`src/hw/cdr_pkg.sv`:
```
// Shared constants and carrier types of the cable diagnostic result registers
package cdr_pkg;

    // Register offsets, normal space
    localparam logic [15:0] ADDR_PEAK_AMP_D_HI   = 16'h01a3;
    localparam logic [15:0] ADDR_GENERAL_FLAGS   = 16'h01a4;
    localparam logic [15:0] ADDR_SIGN_PAIR_AB    = 16'h01a5;
    localparam logic [15:0] ADDR_SIGN_PAIR_CD    = 16'h01a6;
    localparam logic [15:0] ADDR_GAIN_POL_CFG    = 16'h01d5;
    // Register offset inside the coding sublayer space
    localparam logic [15:0] ADDR_PCS_CONTROL     = 16'h0000;

    // Field positions
    localparam int AMP_LO_LSB          = 0;
    localparam int AMP_HI_LSB          = 8;
    localparam int CROSS_LSB           = 8;
    localparam int OVERFLOW_LSB        = 4;
    localparam int SIGN_SECOND_LSB     = 5;
    localparam int CFG_COMPLIANCE_BIT  = 3;
    localparam int CFG_TX_INVERT_BIT   = 1;
    localparam int CFG_RX_INVERT_BIT   = 0;
    localparam int CODING_SUBLAYER_RESET_BIT       = 5;

    // Reset values
    localparam logic [15:0] CFG_RESET_VALUE    = 16'hf500;
    localparam logic [15:0] RESULT_RESET_VALUE = 16'h0000;
    localparam logic [15:0] READ_ZERO          = 16'h0000;

    // Results delivered by the reflectometry engine; four-bit groups are {D,C,B,A}
    typedef struct packed {
        logic [6:0] pair_d_fifth_peak_amplitude;
        logic [6:0] pair_d_fourth_peak_amplitude;
        logic [3:0] cross_flag;
        logic [3:0] peak_overflow;
        logic [4:0] sign_d;
        logic [4:0] sign_c;
        logic [4:0] sign_b;
        logic [4:0] sign_a;
    } cdr_result_t;

    localparam int RESULT_W = $bits(cdr_result_t);

    // One management access, valid for one cycle
    typedef struct packed {
        logic        wr;
        logic        rd;
        logic        coding_space;
        logic [15:0] addr;
        logic [15:0] wdata;
    } cdr_mgmt_req_t;

    // Coding sublayer reset sequence
    typedef enum logic [1:0] {
        CDR_SEQ_IDLE  = 2'b00,
        CDR_SEQ_CLEAR = 2'b01,
        CDR_SEQ_SOFT  = 2'b10
    } cdr_seq_state_t;

endpackage

```
`src/hw/cdr_hold_reg.sv`:
```
// Load-and-hold register for one diagnostic result set
`timescale 1ns/10ps
`default_nettype none
module cdr_hold_reg #(
    parameter int W = 8
) (
    // Clock and reset
    input  wire logic         clk,
    input  wire logic         rst_n,
    // Load side
    input  wire logic         load,
    input  wire logic [W-1:0] d,
    // Held value
    output logic      [W-1:0] q
);

    // Take a new value only on load, otherwise hold
    always_ff @(posedge clk or negedge rst_n) begin
        if (!rst_n) begin
            q <= '0;
        end else if (load) begin
            q <= d;
        end
    end

endmodule
`default_nettype wire

```
`src/hw/cdr_reset_seq.sv`:
```
// Self-clearing coding sublayer reset followed by a soft reset pulse
`timescale 1ns/10ps
`default_nettype none
module cdr_reset_seq (
    // Clock and reset
    input  wire logic clk,
    input  wire logic rst_n,
    // Request from a register write
    input  wire logic start,
    // Bit as seen by software, and soft reset pulse
    output logic      reset_bit,
    output logic      soft_pulse
);

    cdr_pkg::cdr_seq_state_t state_reg;

    // Bit reads one for one cycle, then the soft reset fires for one cycle
    always_ff @(posedge clk or negedge rst_n) begin
        if (!rst_n) begin
            state_reg  <= cdr_pkg::CDR_SEQ_IDLE;
            reset_bit  <= 1'b0;
            soft_pulse <= 1'b0;
        end else begin
            case (state_reg)
                cdr_pkg::CDR_SEQ_IDLE: begin
                    soft_pulse <= 1'b0;
                    if (start) begin
                        state_reg <= cdr_pkg::CDR_SEQ_CLEAR;
                        reset_bit <= 1'b1;
                    end
                end
                cdr_pkg::CDR_SEQ_CLEAR: begin
                    state_reg  <= cdr_pkg::CDR_SEQ_SOFT;
                    reset_bit  <= 1'b0;
                    soft_pulse <= 1'b1;
                end
                default: begin
                    state_reg  <= cdr_pkg::CDR_SEQ_IDLE;
                    reset_bit  <= 1'b0;
                    soft_pulse <= 1'b0;
                end
            endcase
        end
    end

endmodule
`default_nettype wire

```
`src/hw/cdr_result_regs.sv`:
```
// Cable diagnostic result, configuration and coding sublayer control registers
// Function
// - Pair D fourth and fifth peak amplitudes read as 7-bit fields, low/high byte.
// - Cross reflection flags for D, C, B, A read in bits 11 to 8.
// - Peak overflow flags for D, C, B, A read in bits 7 to 4.
// - Peak signs of pair A in bits 4:0, pair B in 9:5.
// - Peak signs of pair C in bits 4:0, pair D in 9:5.
// - Config bit 3 with forced speed selects the compliance swing level.
// - Config bit 1 inverts the serial MAC-side transmit pair.
// - Config bit 0 inverts the serial MAC-side receive pair.
// - Writing one to control bit 5 resets that register set, then self-clears.
// - A coding sublayer reset is followed by a soft reset that restores the configuration register only; results are kept.
// - Control bits 4 to 0 ignore writes and read as zero.
`timescale 1ns/10ps
`default_nettype none
module cdr_result_regs (
    // Clock and reset
    input  wire logic                   clk,
    input  wire logic                   rst_n,
    // Management register port
    input  wire cdr_pkg::cdr_mgmt_req_t mgmt_req,
    output logic                 [15:0] rd_data,
    output logic                        rd_valid,
    // Reflectometry engine results
    input  wire logic                   run_done,
    input  wire cdr_pkg::cdr_result_t   result_in,
    // Link state
    input  wire logic                   speed_forced,
    // Controls toward the analog and serial blocks
    output logic                        compliance_swing_select,
    output logic                        serial_tx_pair_invert,
    output logic                        serial_rx_pair_invert,
    output logic                        soft_reset_req
);

    cdr_pkg::cdr_result_t res_q;
    logic [15:0]          cfg_reg;
    logic [15:0]          rd_data_next;
    logic                 pcs_bit;
    logic                 soft_pulse;
    logic                 wr_cfg;
    logic                 wr_pcs;
    logic                 rd_pcs;

    // Access decode; the control register lives only in the indirect space
    // configuration write in the normal space only, control access in the indirect space only
    assign wr_cfg = mgmt_req.wr && !mgmt_req.coding_space
                    && (mgmt_req.addr == cdr_pkg::ADDR_GAIN_POL_CFG);
    assign wr_pcs = mgmt_req.wr && mgmt_req.coding_space
                    && (mgmt_req.addr == cdr_pkg::ADDR_PCS_CONTROL);
    assign rd_pcs = mgmt_req.coding_space && (mgmt_req.addr == cdr_pkg::ADDR_PCS_CONTROL);

    // Result capture
    // atomic result update
    cdr_hold_reg #(
        .W (cdr_pkg::RESULT_W)
    ) u_results (
        .clk   (clk),
        .rst_n (rst_n),
        .load  (run_done),
        .d     (result_in),
        .q     (res_q)
    );

    // Coding sublayer reset sequence
    // self-clearing reset bit
    cdr_reset_seq u_pcs_seq (
        .clk        (clk),
        .rst_n      (rst_n),
        .start      (wr_pcs && mgmt_req.wdata[cdr_pkg::CODING_SUBLAYER_RESET_BIT]),
        .reset_bit  (pcs_bit),
        .soft_pulse (soft_pulse)
    );

    // Configuration register, restored to defaults by a soft reset
    always_ff @(posedge clk or negedge rst_n) begin
        if (!rst_n) begin
            cfg_reg <= cdr_pkg::CFG_RESET_VALUE;
        end else if (soft_pulse) begin
            cfg_reg <= cdr_pkg::CFG_RESET_VALUE;
        end else if (wr_cfg) begin
            cfg_reg <= mgmt_req.wdata;
        end
    end

    // Polarity controls come straight from the configuration flops
    // transmit pair invert
    assign serial_tx_pair_invert = cfg_reg[cdr_pkg::CFG_TX_INVERT_BIT];
    assign serial_rx_pair_invert = cfg_reg[cdr_pkg::CFG_RX_INVERT_BIT];
    assign soft_reset_req        = soft_pulse;

    // Compliance swing only applies when the speed is forced
    // compliance swing
    always_ff @(posedge clk or negedge rst_n) begin
        if (!rst_n) begin
            compliance_swing_select <= 1'b0;
        end else begin
            compliance_swing_select <= cfg_reg[cdr_pkg::CFG_COMPLIANCE_BIT] && speed_forced;
        end
    end

    // Read multiplexer; unmapped addresses read zero
    always_comb begin
        rd_data_next = cdr_pkg::READ_ZERO;
        if (rd_pcs) begin
            rd_data_next[cdr_pkg::CODING_SUBLAYER_RESET_BIT] = pcs_bit;
        end else if (mgmt_req.coding_space) begin
            rd_data_next = cdr_pkg::READ_ZERO;
        end else if (mgmt_req.addr == cdr_pkg::ADDR_PEAK_AMP_D_HI) begin
            rd_data_next[cdr_pkg::AMP_LO_LSB +: 7] = res_q.pair_d_fourth_peak_amplitude;
            rd_data_next[cdr_pkg::AMP_HI_LSB +: 7] = res_q.pair_d_fifth_peak_amplitude;
        end else if (mgmt_req.addr == cdr_pkg::ADDR_GENERAL_FLAGS) begin
            rd_data_next[cdr_pkg::CROSS_LSB +: 4]    = res_q.cross_flag;
            rd_data_next[cdr_pkg::OVERFLOW_LSB +: 4] = res_q.peak_overflow;
        end else if (mgmt_req.addr == cdr_pkg::ADDR_SIGN_PAIR_AB) begin
            rd_data_next[0 +: 5]                        = res_q.sign_a;
            rd_data_next[cdr_pkg::SIGN_SECOND_LSB +: 5] = res_q.sign_b;
        end else if (mgmt_req.addr == cdr_pkg::ADDR_SIGN_PAIR_CD) begin
            rd_data_next[0 +: 5]                        = res_q.sign_c;
            rd_data_next[cdr_pkg::SIGN_SECOND_LSB +: 5] = res_q.sign_d;
        end else if (mgmt_req.addr == cdr_pkg::ADDR_GAIN_POL_CFG) begin
            rd_data_next = cfg_reg;
        end
    end

    // Read answer one cycle after the request
    always_ff @(posedge clk or negedge rst_n) begin
        if (!rst_n) begin
            rd_data  <= cdr_pkg::READ_ZERO;
            rd_valid <= 1'b0;
        end else begin
            rd_valid <= mgmt_req.rd;
            if (mgmt_req.rd) begin
                rd_data <= rd_data_next;
            end
        end
    end
endmodule
`default_nettype wire

```
`config.mk`:
```
export PLATFORM = sky130hd
export DESIGN_NAME = cdr_result_regs
export DESIGN_NICKNAME = d
export VERILOG_FILES = /design/src/hw/cdr_pkg.sv /design/src/hw/cdr_hold_reg.sv /design/src/hw/cdr_reset_seq.sv /design/src/hw/cdr_result_regs.sv
export SDC_FILE = /design/constraint.sdc
export NUM_CORES = 1
export LEC_CHECK = 0
export BUFFER_PORTS_ARGS = -buffer_cell sky130_fd_sc_hd__buf_4
export CAP_MARGIN = 5
export CORE_MARGIN = 2
export CORE_UTILIZATION = 45
export DETAILED_ROUTE_END_ITERATION = 6
export PLACE_DENSITY = 0.7
export SKIP_CTS_REPAIR_TIMING = 1
export SYNTH_ARGS = -nofsm -noshare
export SYNTH_HDL_FRONTEND = slang
export SYNTH_HIERARCHICAL = 1
export SYNTH_SLANG_ARGS = --single-unit
```
`constraint.sdc`:
```
create_clock -name clk -period 1.3 [get_ports clk]
set_input_delay 0.325 -clock clk [delete_from_list [all_inputs] [get_ports clk]]
set_output_delay 0.325 -clock clk [all_outputs]
set_load 0.02 [all_outputs]
```
==> results of run 1 <==
-- area by class of cell --
class	count	area [um^2]
Clock inverter	3	18.8
Inverter	2	7.51
Sequential cell	79	1980
Timing Repair Buffer	166	1400
Fill cell	613	2660
Clock buffer	13	159
Tap cell	105	131
Multi-Input combinational cell	207	1940
-- through the flow --
| stage | util (%) | worst slack (ns) | instances |
|---|---|---|---|
| 2_1_floorplan | - | -0.520 | 303 |
| 5_1_grt | 67.9 | -0.492 | 575 |
| 6_report | 67.9 | -0.441 | 575 |
| 3_3_place_gp | 61.6 | -0.737 | 542 |
| 4_1_cts | 63.8 | -0.416 | 558 |
| 3_5_place_dp | 61.6 | -0.774 | 542 |
-- worst min path at each step --
stage	start	end	cells after the start
floorplan	rst_n	cfg_reg[0]	0
global placement	rst_n	cfg_reg[3]	2
detailed placement	rst_n	compliance_swing_select	2
CTS	rst_n	compliance_swing_select	2
global route	rst_n	cfg_reg[3]	2
finish	rst_n	cfg_reg[3]	2
-- metal layers --
metal / vias to the layer above / GRT usage (%)
li1: 1465 / -
met1: 1627 / 30.4
met2: 146 / 37.3
met3: 31 / 3.61
met4: 0 / 9.75
met5: - / 0
-- cells by family (layout without fill, tap and decap cells) --
| kind of cell | Yosys count | after routing | share of synthesized area [%] |
|---|---|---|---|
| flops | 79 | 79 | 51.0 |
| simple gates | 101 | 101 | 16.0 |
| compound gates | 54 | 54 | 10.6 |
| mux | 52 | 52 | 18.6 |
| buf+inv | 17 | 184 | 3.73 |
-- where the power goes --
group          total [W]  leakage [nW]  switching (W)  internal, W
Sequential       0.00270         0.980       0.000102      0.00260
Combinational   0.000805          1.67       0.000310     0.000494
Clock            0.00167        0.0938       0.000872     0.000801
-- worst reg2reg max path: stages, from the launching register on --
cell and delay [ns]:
sky130_fd_sc_hd__dfrtp_1 0.39, sky130_fd_sc_hd__a21o_1 0.17, sky130_fd_sc_hd__a32oi_1 0.20, sky130_fd_sc_hd__a41o_1 0.16
sky130_fd_sc_hd__a21oi_2 0.06
-- cell usage in the layout, fill, tap and decap left out, types with 4 or more instances in the layout --
master,n
sky130_fd_sc_hd__nor2_1,14
sky130_fd_sc_hd__buf_6,13
sky130_fd_sc_hd__a31oi_1,5
sky130_fd_sc_hd__a22oi_1,5
sky130_fd_sc_hd__mux2i_1,10
sky130_fd_sc_hd__nand4_1,7
sky130_fd_sc_hd__mux2_4,40
sky130_fd_sc_hd__dfrtp_1,73
sky130_fd_sc_hd__a21oi_2,5
sky130_fd_sc_hd__nand3_1,7
sky130_fd_sc_hd__dfstp_2,6
sky130_fd_sc_hd__nand3_2,5
sky130_fd_sc_hd__clkbuf_8,11
sky130_fd_sc_hd__a21oi_1,4
sky130_fd_sc_hd__a211o_1,9
sky130_fd_sc_hd__buf_4,145
sky130_fd_sc_hd__and2_4,7
sky130_fd_sc_hd__buf_12,6
sky130_fd_sc_hd__nand2_1,18
==> Flow_metrics.wiki, run 1 <==
{| class="wikitable"
! Metric !! Value
|-
| F_max || between 0.5 and 0.6 GHz
|-
| Pin count of the biggest net entering global routing || 80
|-
| Number of warnings issued by yosys || 6
|-
| CP Class || input pin to flip-flop
|-
| Post-Syn Area || approximately 4000 um^2
|-
| Area of the core || 8300 um^2
|-
| Result of the run || finished with violations
|-
| Synthesized flop and latch total || 79
|-
| Top layer reached by signal wires || met4
|-
| Avg Vias per Cell || 5.69
|-
| Main synth FF type || sky130_fd_sc_hd__dfrtp_1
|-
| Weighted congestion reported at the end of routability-driven placement || a little under 0.9
|-
| Number of buffers added on ports || 101
|-
| Asr flop ratio synth || between 90% and 100%
|-
| End of the worst register-to-register path || rd_data[5]
|-
| Worst-Skew Late Latency || 0.35 ns
|-
| Synthesized area per cell || 12.8 um^2
|-
| Leakage || 2.74 nW
|-
| Global-route wire length before repair || 17100 um
|-
| Row Count || 33
|-
| Synthesized instance count || a little over 300
|-
| Number of buffers added by the clock tree synthesis step || 9
|-
| Master of the slowest instance on the critical path || sky130_fd_sc_hd__or4b_4
|-
| Area growth syn-to-layout || 44.9%
|-
| Total met3 wirelength after detailed routing || 650 um
|-
| Global routing usage summed across all routing layers || 22.9%
|-
| Design Power || 0.00518 W
|-
| Clock Path Buffers || 2
|-
| Number of iterations in the first detailed-routing pass || 5
|-
| Final period demand of the worst path || 1.74 ns
|-
| Clk_skew || 0.0119 ns
|-
| Number of enable flip-flop cells after synthesis || 0
|-
| Arrival @ worst endpoint || 1.98 ns
|-
| Sequential-to-total area share from yosys stat || 51.0%
|-
| Antenna diode count || 0
|-
| Cell breakdown of the critical path || buf_6, or4b_4, or3b_4, nor2_4, buf_4, nor2_2, a32o_1
|-
| Post-route cell area || 5640 um^2
|-
| Max cap viols || 0
|-
| Root Buffer Master || sky130_fd_sc_hd__clkbuf_8
|-
| Clock-pin slew reported for the worst setup and hold paths after clock tree synthesis || 0.08 ns
|-
| Final max-slew violation count || 0
|-
| Pwr/cell area || 919 nW/um^2
|-
| Reg-to-reg critical path startpoint || cfg_reg[5]
|-
| Buffers plus inverters on the worst setup path || 2
|-
| Remaining global-route overflow || 0
|-
| Timing endpoint of the critical path || rd_data[15]
|-
| Remaining antenna violation count || 0
|-
| R2R depth || 4
|-
| CP max stage delay || around 0.55 ns
|-
| Total routed wire length on the met1 layer || 4680 um
|-
| Biggest area contributors in the synthesized netlist || sky130_fd_sc_hd__dfrtp_1 (47%), sky130_fd_sc_hd__mux2_4 (15%), sky130_fd_sc_hd__dfstp_2 (4.1%), sky130_fd_sc_hd__mux2i_1 (2.6%), sky130_fd_sc_hd__buf_12 (2.1%)
|-
| Violated checks || negative hold slack, negative setup slack
|-
| Setup crit end kind || flip-flop
|-
| Met2 routed wirelength || 5630 um
|-
| Post-Place Cell Area || 5120 um^2
|-
| Fraction of layout cells with a size suffix above 1 || 57.7%
|-
| Top cell types by occurrence after synthesis || sky130_fd_sc_hd__dfrtp_1 (73), sky130_fd_sc_hd__mux2_4 (40), sky130_fd_sc_hd__nand2_1 (18), sky130_fd_sc_hd__nor2_1 (15), sky130_fd_sc_hd__nand3_1 (13)
|-
| Peak supply drop || roughly 0.00059 V
|-
| Critical path origin || mgmt_req[25]
|-
| I/O pins || ~100
|-
| FF-to-FF setup slack || about 0.23 ns
|-
| Final hold viol count || 13
|-
| Height of the die || 97.0 um
|-
| Max reg flops || 42
|-
| Actual transition at the worst max-transition pin || 0.604 ns
|-
| Worst hold margin || -0.0176 ns
|-
| DRT iter0 DRCs || 240
|-
| Final setup violation count || 33
|-
| Post-synth net total || 384
|-
| Top fanout value on the critical path || 7
|-
| TritonCTS clock tree || yes
|-
| Count of unique library cells instantiated by Yosys || 57
|-
| Antenna violations before repair || 0
|-
| Total negative setup slack || -11.56 ns
|-
| Synth top area share || 46.9%
|-
| Share of the clock period used by the worst path || 134%
|-
| Routed Wire Length || about 11000 um
|-
| Largest delay share family, worst path || simple AND/OR/NAND/NOR gates
|-
| Total Die Area || roughly 9400 um^2
|-
| Top-count cell post-synth || sky130_fd_sc_hd__dfrtp_1
|-
| Worst min-delay path class || input pin to asynchronous set/reset pin
|-
| RSZ-0062 raised after global routing || yes
|-
| Data required time of the worst path || between 1.5 and 2 ns
|-
| Number of remaining DRC errors || 0
|-
| WL/cell || 19.7 um
|-
| HPWL reported at the end of detailed placement || ~7600 um
|-
| Setup ws final || -0.441 ns
|-
| H-Tree Level Count || 3
|-
| Via count of the first global-routing pass || about 3300
|-
| Critical path depth in cells || 7
|-
| Worst rel slew slack || 59.4%
|-
| Die outline width || 97.0 um
|-
| Initial cell density of the core || a little under half
|-
| Most area-hungry cell type in the Yosys netlist || sky130_fd_sc_hd__dfrtp_1
|-
| Routed via count || around 3300
|-
| Count of clock tree sinks || 79
|-
| Number of nets in the finished design || 546
|-
| Kind of start point of the critical path || input pin
|}
No activity file was read; power rests on OpenSTA's default activity.
==> inputs of run 2 (changes only) <==
--- a/config.mk
+++ b/config.mk
@@ -5,12 +5,14 @@
 export SDC_FILE = /design/constraint.sdc
 export NUM_CORES = 1
 export LEC_CHECK = 0
+export ABC_AREA = 0
 export BUFFER_PORTS_ARGS = -buffer_cell sky130_fd_sc_hd__buf_4
 export CAP_MARGIN = 5
 export CORE_MARGIN = 2
 export CORE_UTILIZATION = 45
 export DETAILED_ROUTE_END_ITERATION = 6
 export PLACE_DENSITY = 0.7
+export SETUP_SLACK_MARGIN = 0.3
 export SKIP_CTS_REPAIR_TIMING = 1
 export SYNTH_ARGS = -nofsm -noshare
 export SYNTH_HDL_FRONTEND = slang
==> run 2 against run 1 <==
Effect of this change:
- the run ends with negative setup slack left
- hold slack better by 0.13 ns
- sequential share of layout area down 0.66 points
- clock power up 22%
- fmax up 0.39%
- first-iteration DRC count down 6.7%
- sequential cell count unchanged
- worst setup slack better by 0.0068 ns
- critical path type unchanged
- highest routed layer unchanged
- non-clock buffer count up 3
- routed wire length up 1.9%
- cell count up 0.52%
- global-route usage up 0.52 points
- count of clock-buffer cells in the layout unchanged
==> Flow_metrics.wiki, run 2 (synthesis results as in run 1) <==
{| class="wikitable"
! Metric !! Value
|-
| Result of the run || finished with violations
|-
| Violated checks || negative setup slack
|-
| Final max-slew violation count || 0
|-
| Die outline width || a little under 100 um
|-
| Antenna violations before repair || 0
|-
| Clk_skew || 0.0133 ns
|-
| Count of clock tree sinks || between 70 and 80
|-
| Pin count of the biggest net entering global routing || 50
|-
| F_max || 0.576 GHz
|-
| Arrival @ worst endpoint || 2.01 ns
|-
| Max cap viols || 0
|-
| Height of the die || slightly below 100 um
|-
| Routed via count || 3297
|-
| GR Util met1 || 31.7%
|-
| H-Tree Level Count || 3
|-
| Share of the clock period used by the worst path || 133%
|-
| WL/cell || between 15 and 20 um
|-
| Pre-CTS WS || -0.784 ns
|-
| Area taken by flip-flops and latches || about 2000 um^2
|-
| Post-Place Cell Area || 5140 um^2
|-
| Final setup violation count || 32
|-
| Fraction of layout cells with a size suffix above 1 || 56.4%
|-
| Row Count || 33
|-
| Avg Vias per Cell || about 5.7
|-
| Leading cell type in the layout, fill and taps excluded || sky130_fd_sc_hd__buf_4
|-
| Actual transition at the worst max-transition pin || 0.437 ns
|-
| Data required time of the worst path || 1.58 ns
|-
| Weighted congestion reported at the end of routability-driven placement || 0.845
|-
| Antenna diode count || 0
|-
| Fillcell total || slightly below 600
|-
| Max reg flops || 42
|-
| RSZ-0062 raised after global routing || yes
|-
| Final hold viol count || 0
|-
| Multi-input logic area || 1920 um^2
|-
| Global routing usage summed across all routing layers || 23.4%
|-
| Final period demand of the worst path || 1.73 ns
|-
| I/O pins || between 100 and 150
|-
| Post-route cell area || 5740 um^2
|-
| Worst-Skew Late Latency || roughly 0.35 ns
|-
| Most frequent cells in the layout || sky130_fd_sc_hd__buf_4 (132), sky130_fd_sc_hd__dfrtp_1 (73), sky130_fd_sc_hd__mux2_4 (40)
|-
| Worst rel slew slack || between 70% and 80%
|-
| Via count of the first global-routing pass || 3281
|-
| Routed Wire Length || about 12000 um
|-
| Area of the core || 8300 um^2
|-
| Initial cell density of the core || 46.9%
|-
| Number of iterations in the first detailed-routing pass || 7
|-
| Clock-pin slew reported for the worst setup and hold paths after clock tree synthesis || 0.08 ns
|-
| CP Class || input pin to flip-flop
|-
| Peak supply drop || 0.000628 V
|-
| Number of nets in the finished design || 549
|-
| Kind of start point of the critical path || input pin
|-
| Area growth syn-to-layout || 47.6%
|-
| Top fanout value on the critical path || 7
|-
| Total Die Area || approximately 9400 um^2
|-
| Number of buffers added on ports || 101
|-
| Worst min-delay path class || input pin to flip-flop
|-
| Number of remaining DRC errors || 0
|-
| HPWL reported at the end of detailed placement || 7860 um
|-
| Remaining antenna violation count || 0
|-
| Pwr/cell area || 966 nW/um^2
|-
| Setup crit end kind || flip-flop
|-
| Remaining global-route overflow || 0
|-
| Met2 Usage GRT || 38.0%
|-
| Routing usage on met3 || 4.19%
|-
| Setup ws final || -0.435 ns
|-
| Clock Path Buffers || 2
|-
| Root Buffer Master || sky130_fd_sc_hd__clkbuf_8
|-
| DRT iter0 DRCs || between 200 and 250
|-
| Layer carrying the most global-route usage || met2
|-
| TritonCTS clock tree || yes
|-
| Leakage || 2.75 nW
|-
| Number of buffers added by the clock tree synthesis step || 9
|-
| Global-route wire length before repair || between 15000 and 20000 um
|}
run 2: per-layer routing:
layer,vias up,share of wire (%)
met5,-,0
met4,0,2.6
met3,23,5.5
met2,147,50
met1,1663,42
li1,1464,-
run 2: area by class of cell:
class	instances	share of cell area (%)
sequential	79	34.5
multi-input combinational	207	33.5
clock buffer	13	2.59
timing repair buffer	169	25.8
tap	105	2.29
inverter	2	0.131
clock inverter	3	1.20
run 2: path summary, 6_finish.rpt:
path | from | end | slack, ns | depth (start not counted)
worst max-delay path | mgmt_req[26] | rd_data[14] | -0.43 | 7
worst min-delay path | mgmt_req[33] | rd_valid | 0.11 | 1
worst max register to register | u_pcs_seq/soft_pulse | cfg_reg[12] | 0.22 | 3
worst min register to register | u_pcs_seq/state_reg[1] | u_pcs_seq/reset_bit | 0.48 | 1
max in group asynchronous | rst_n | cfg_reg[10] | 0.41 | 3
min in group asynchronous | rst_n | u_results/q[27] | 0.32 | 2
run 2: metrics by stage:
step / std cells / utilization [%] / setup TNS [ns] / hold WS (ns) / power (W)
after CTS: 559 / 64.6 / -8.26 / -0.250 / 0.00553
after global placement: 543 / 61.9 / -19.47 / 0.134 / 0.00349
after global routing: 578 / 69.2 / -10.21 / 0.101 / 0.00576
after detailed placement: 543 / 61.9 / -20.37 / 0.136 / 0.00350
final: 578 / 69.2 / -9.36 / 0.109 / 0.00555
after floorplan: 303 / - / -13.02 / 0.0294 / 0.00307
run 2: worst max-delay path: stages:
cell and delay, ns:
sky130_fd_sc_hd__buf_6 0.10, sky130_fd_sc_hd__or4b_4 0.54, sky130_fd_sc_hd__or3b_4 0.44, sky130_fd_sc_hd__nor2_4 0.22
sky130_fd_sc_hd__buf_4 0.16, sky130_fd_sc_hd__a22oi_2 0.06, sky130_fd_sc_hd__o2bb2ai_2 0.17
run 2: report_power, final:
| part | total, W | internal, W | switching [W] |
|---|---|---|---|
| combinational | 0.000821 | 0.000503 | 0.000317 |
| sequential | 0.00270 | 0.00260 | 0.0000991 |
| clock | 0.00203 | 0.00114 | 0.000887 |
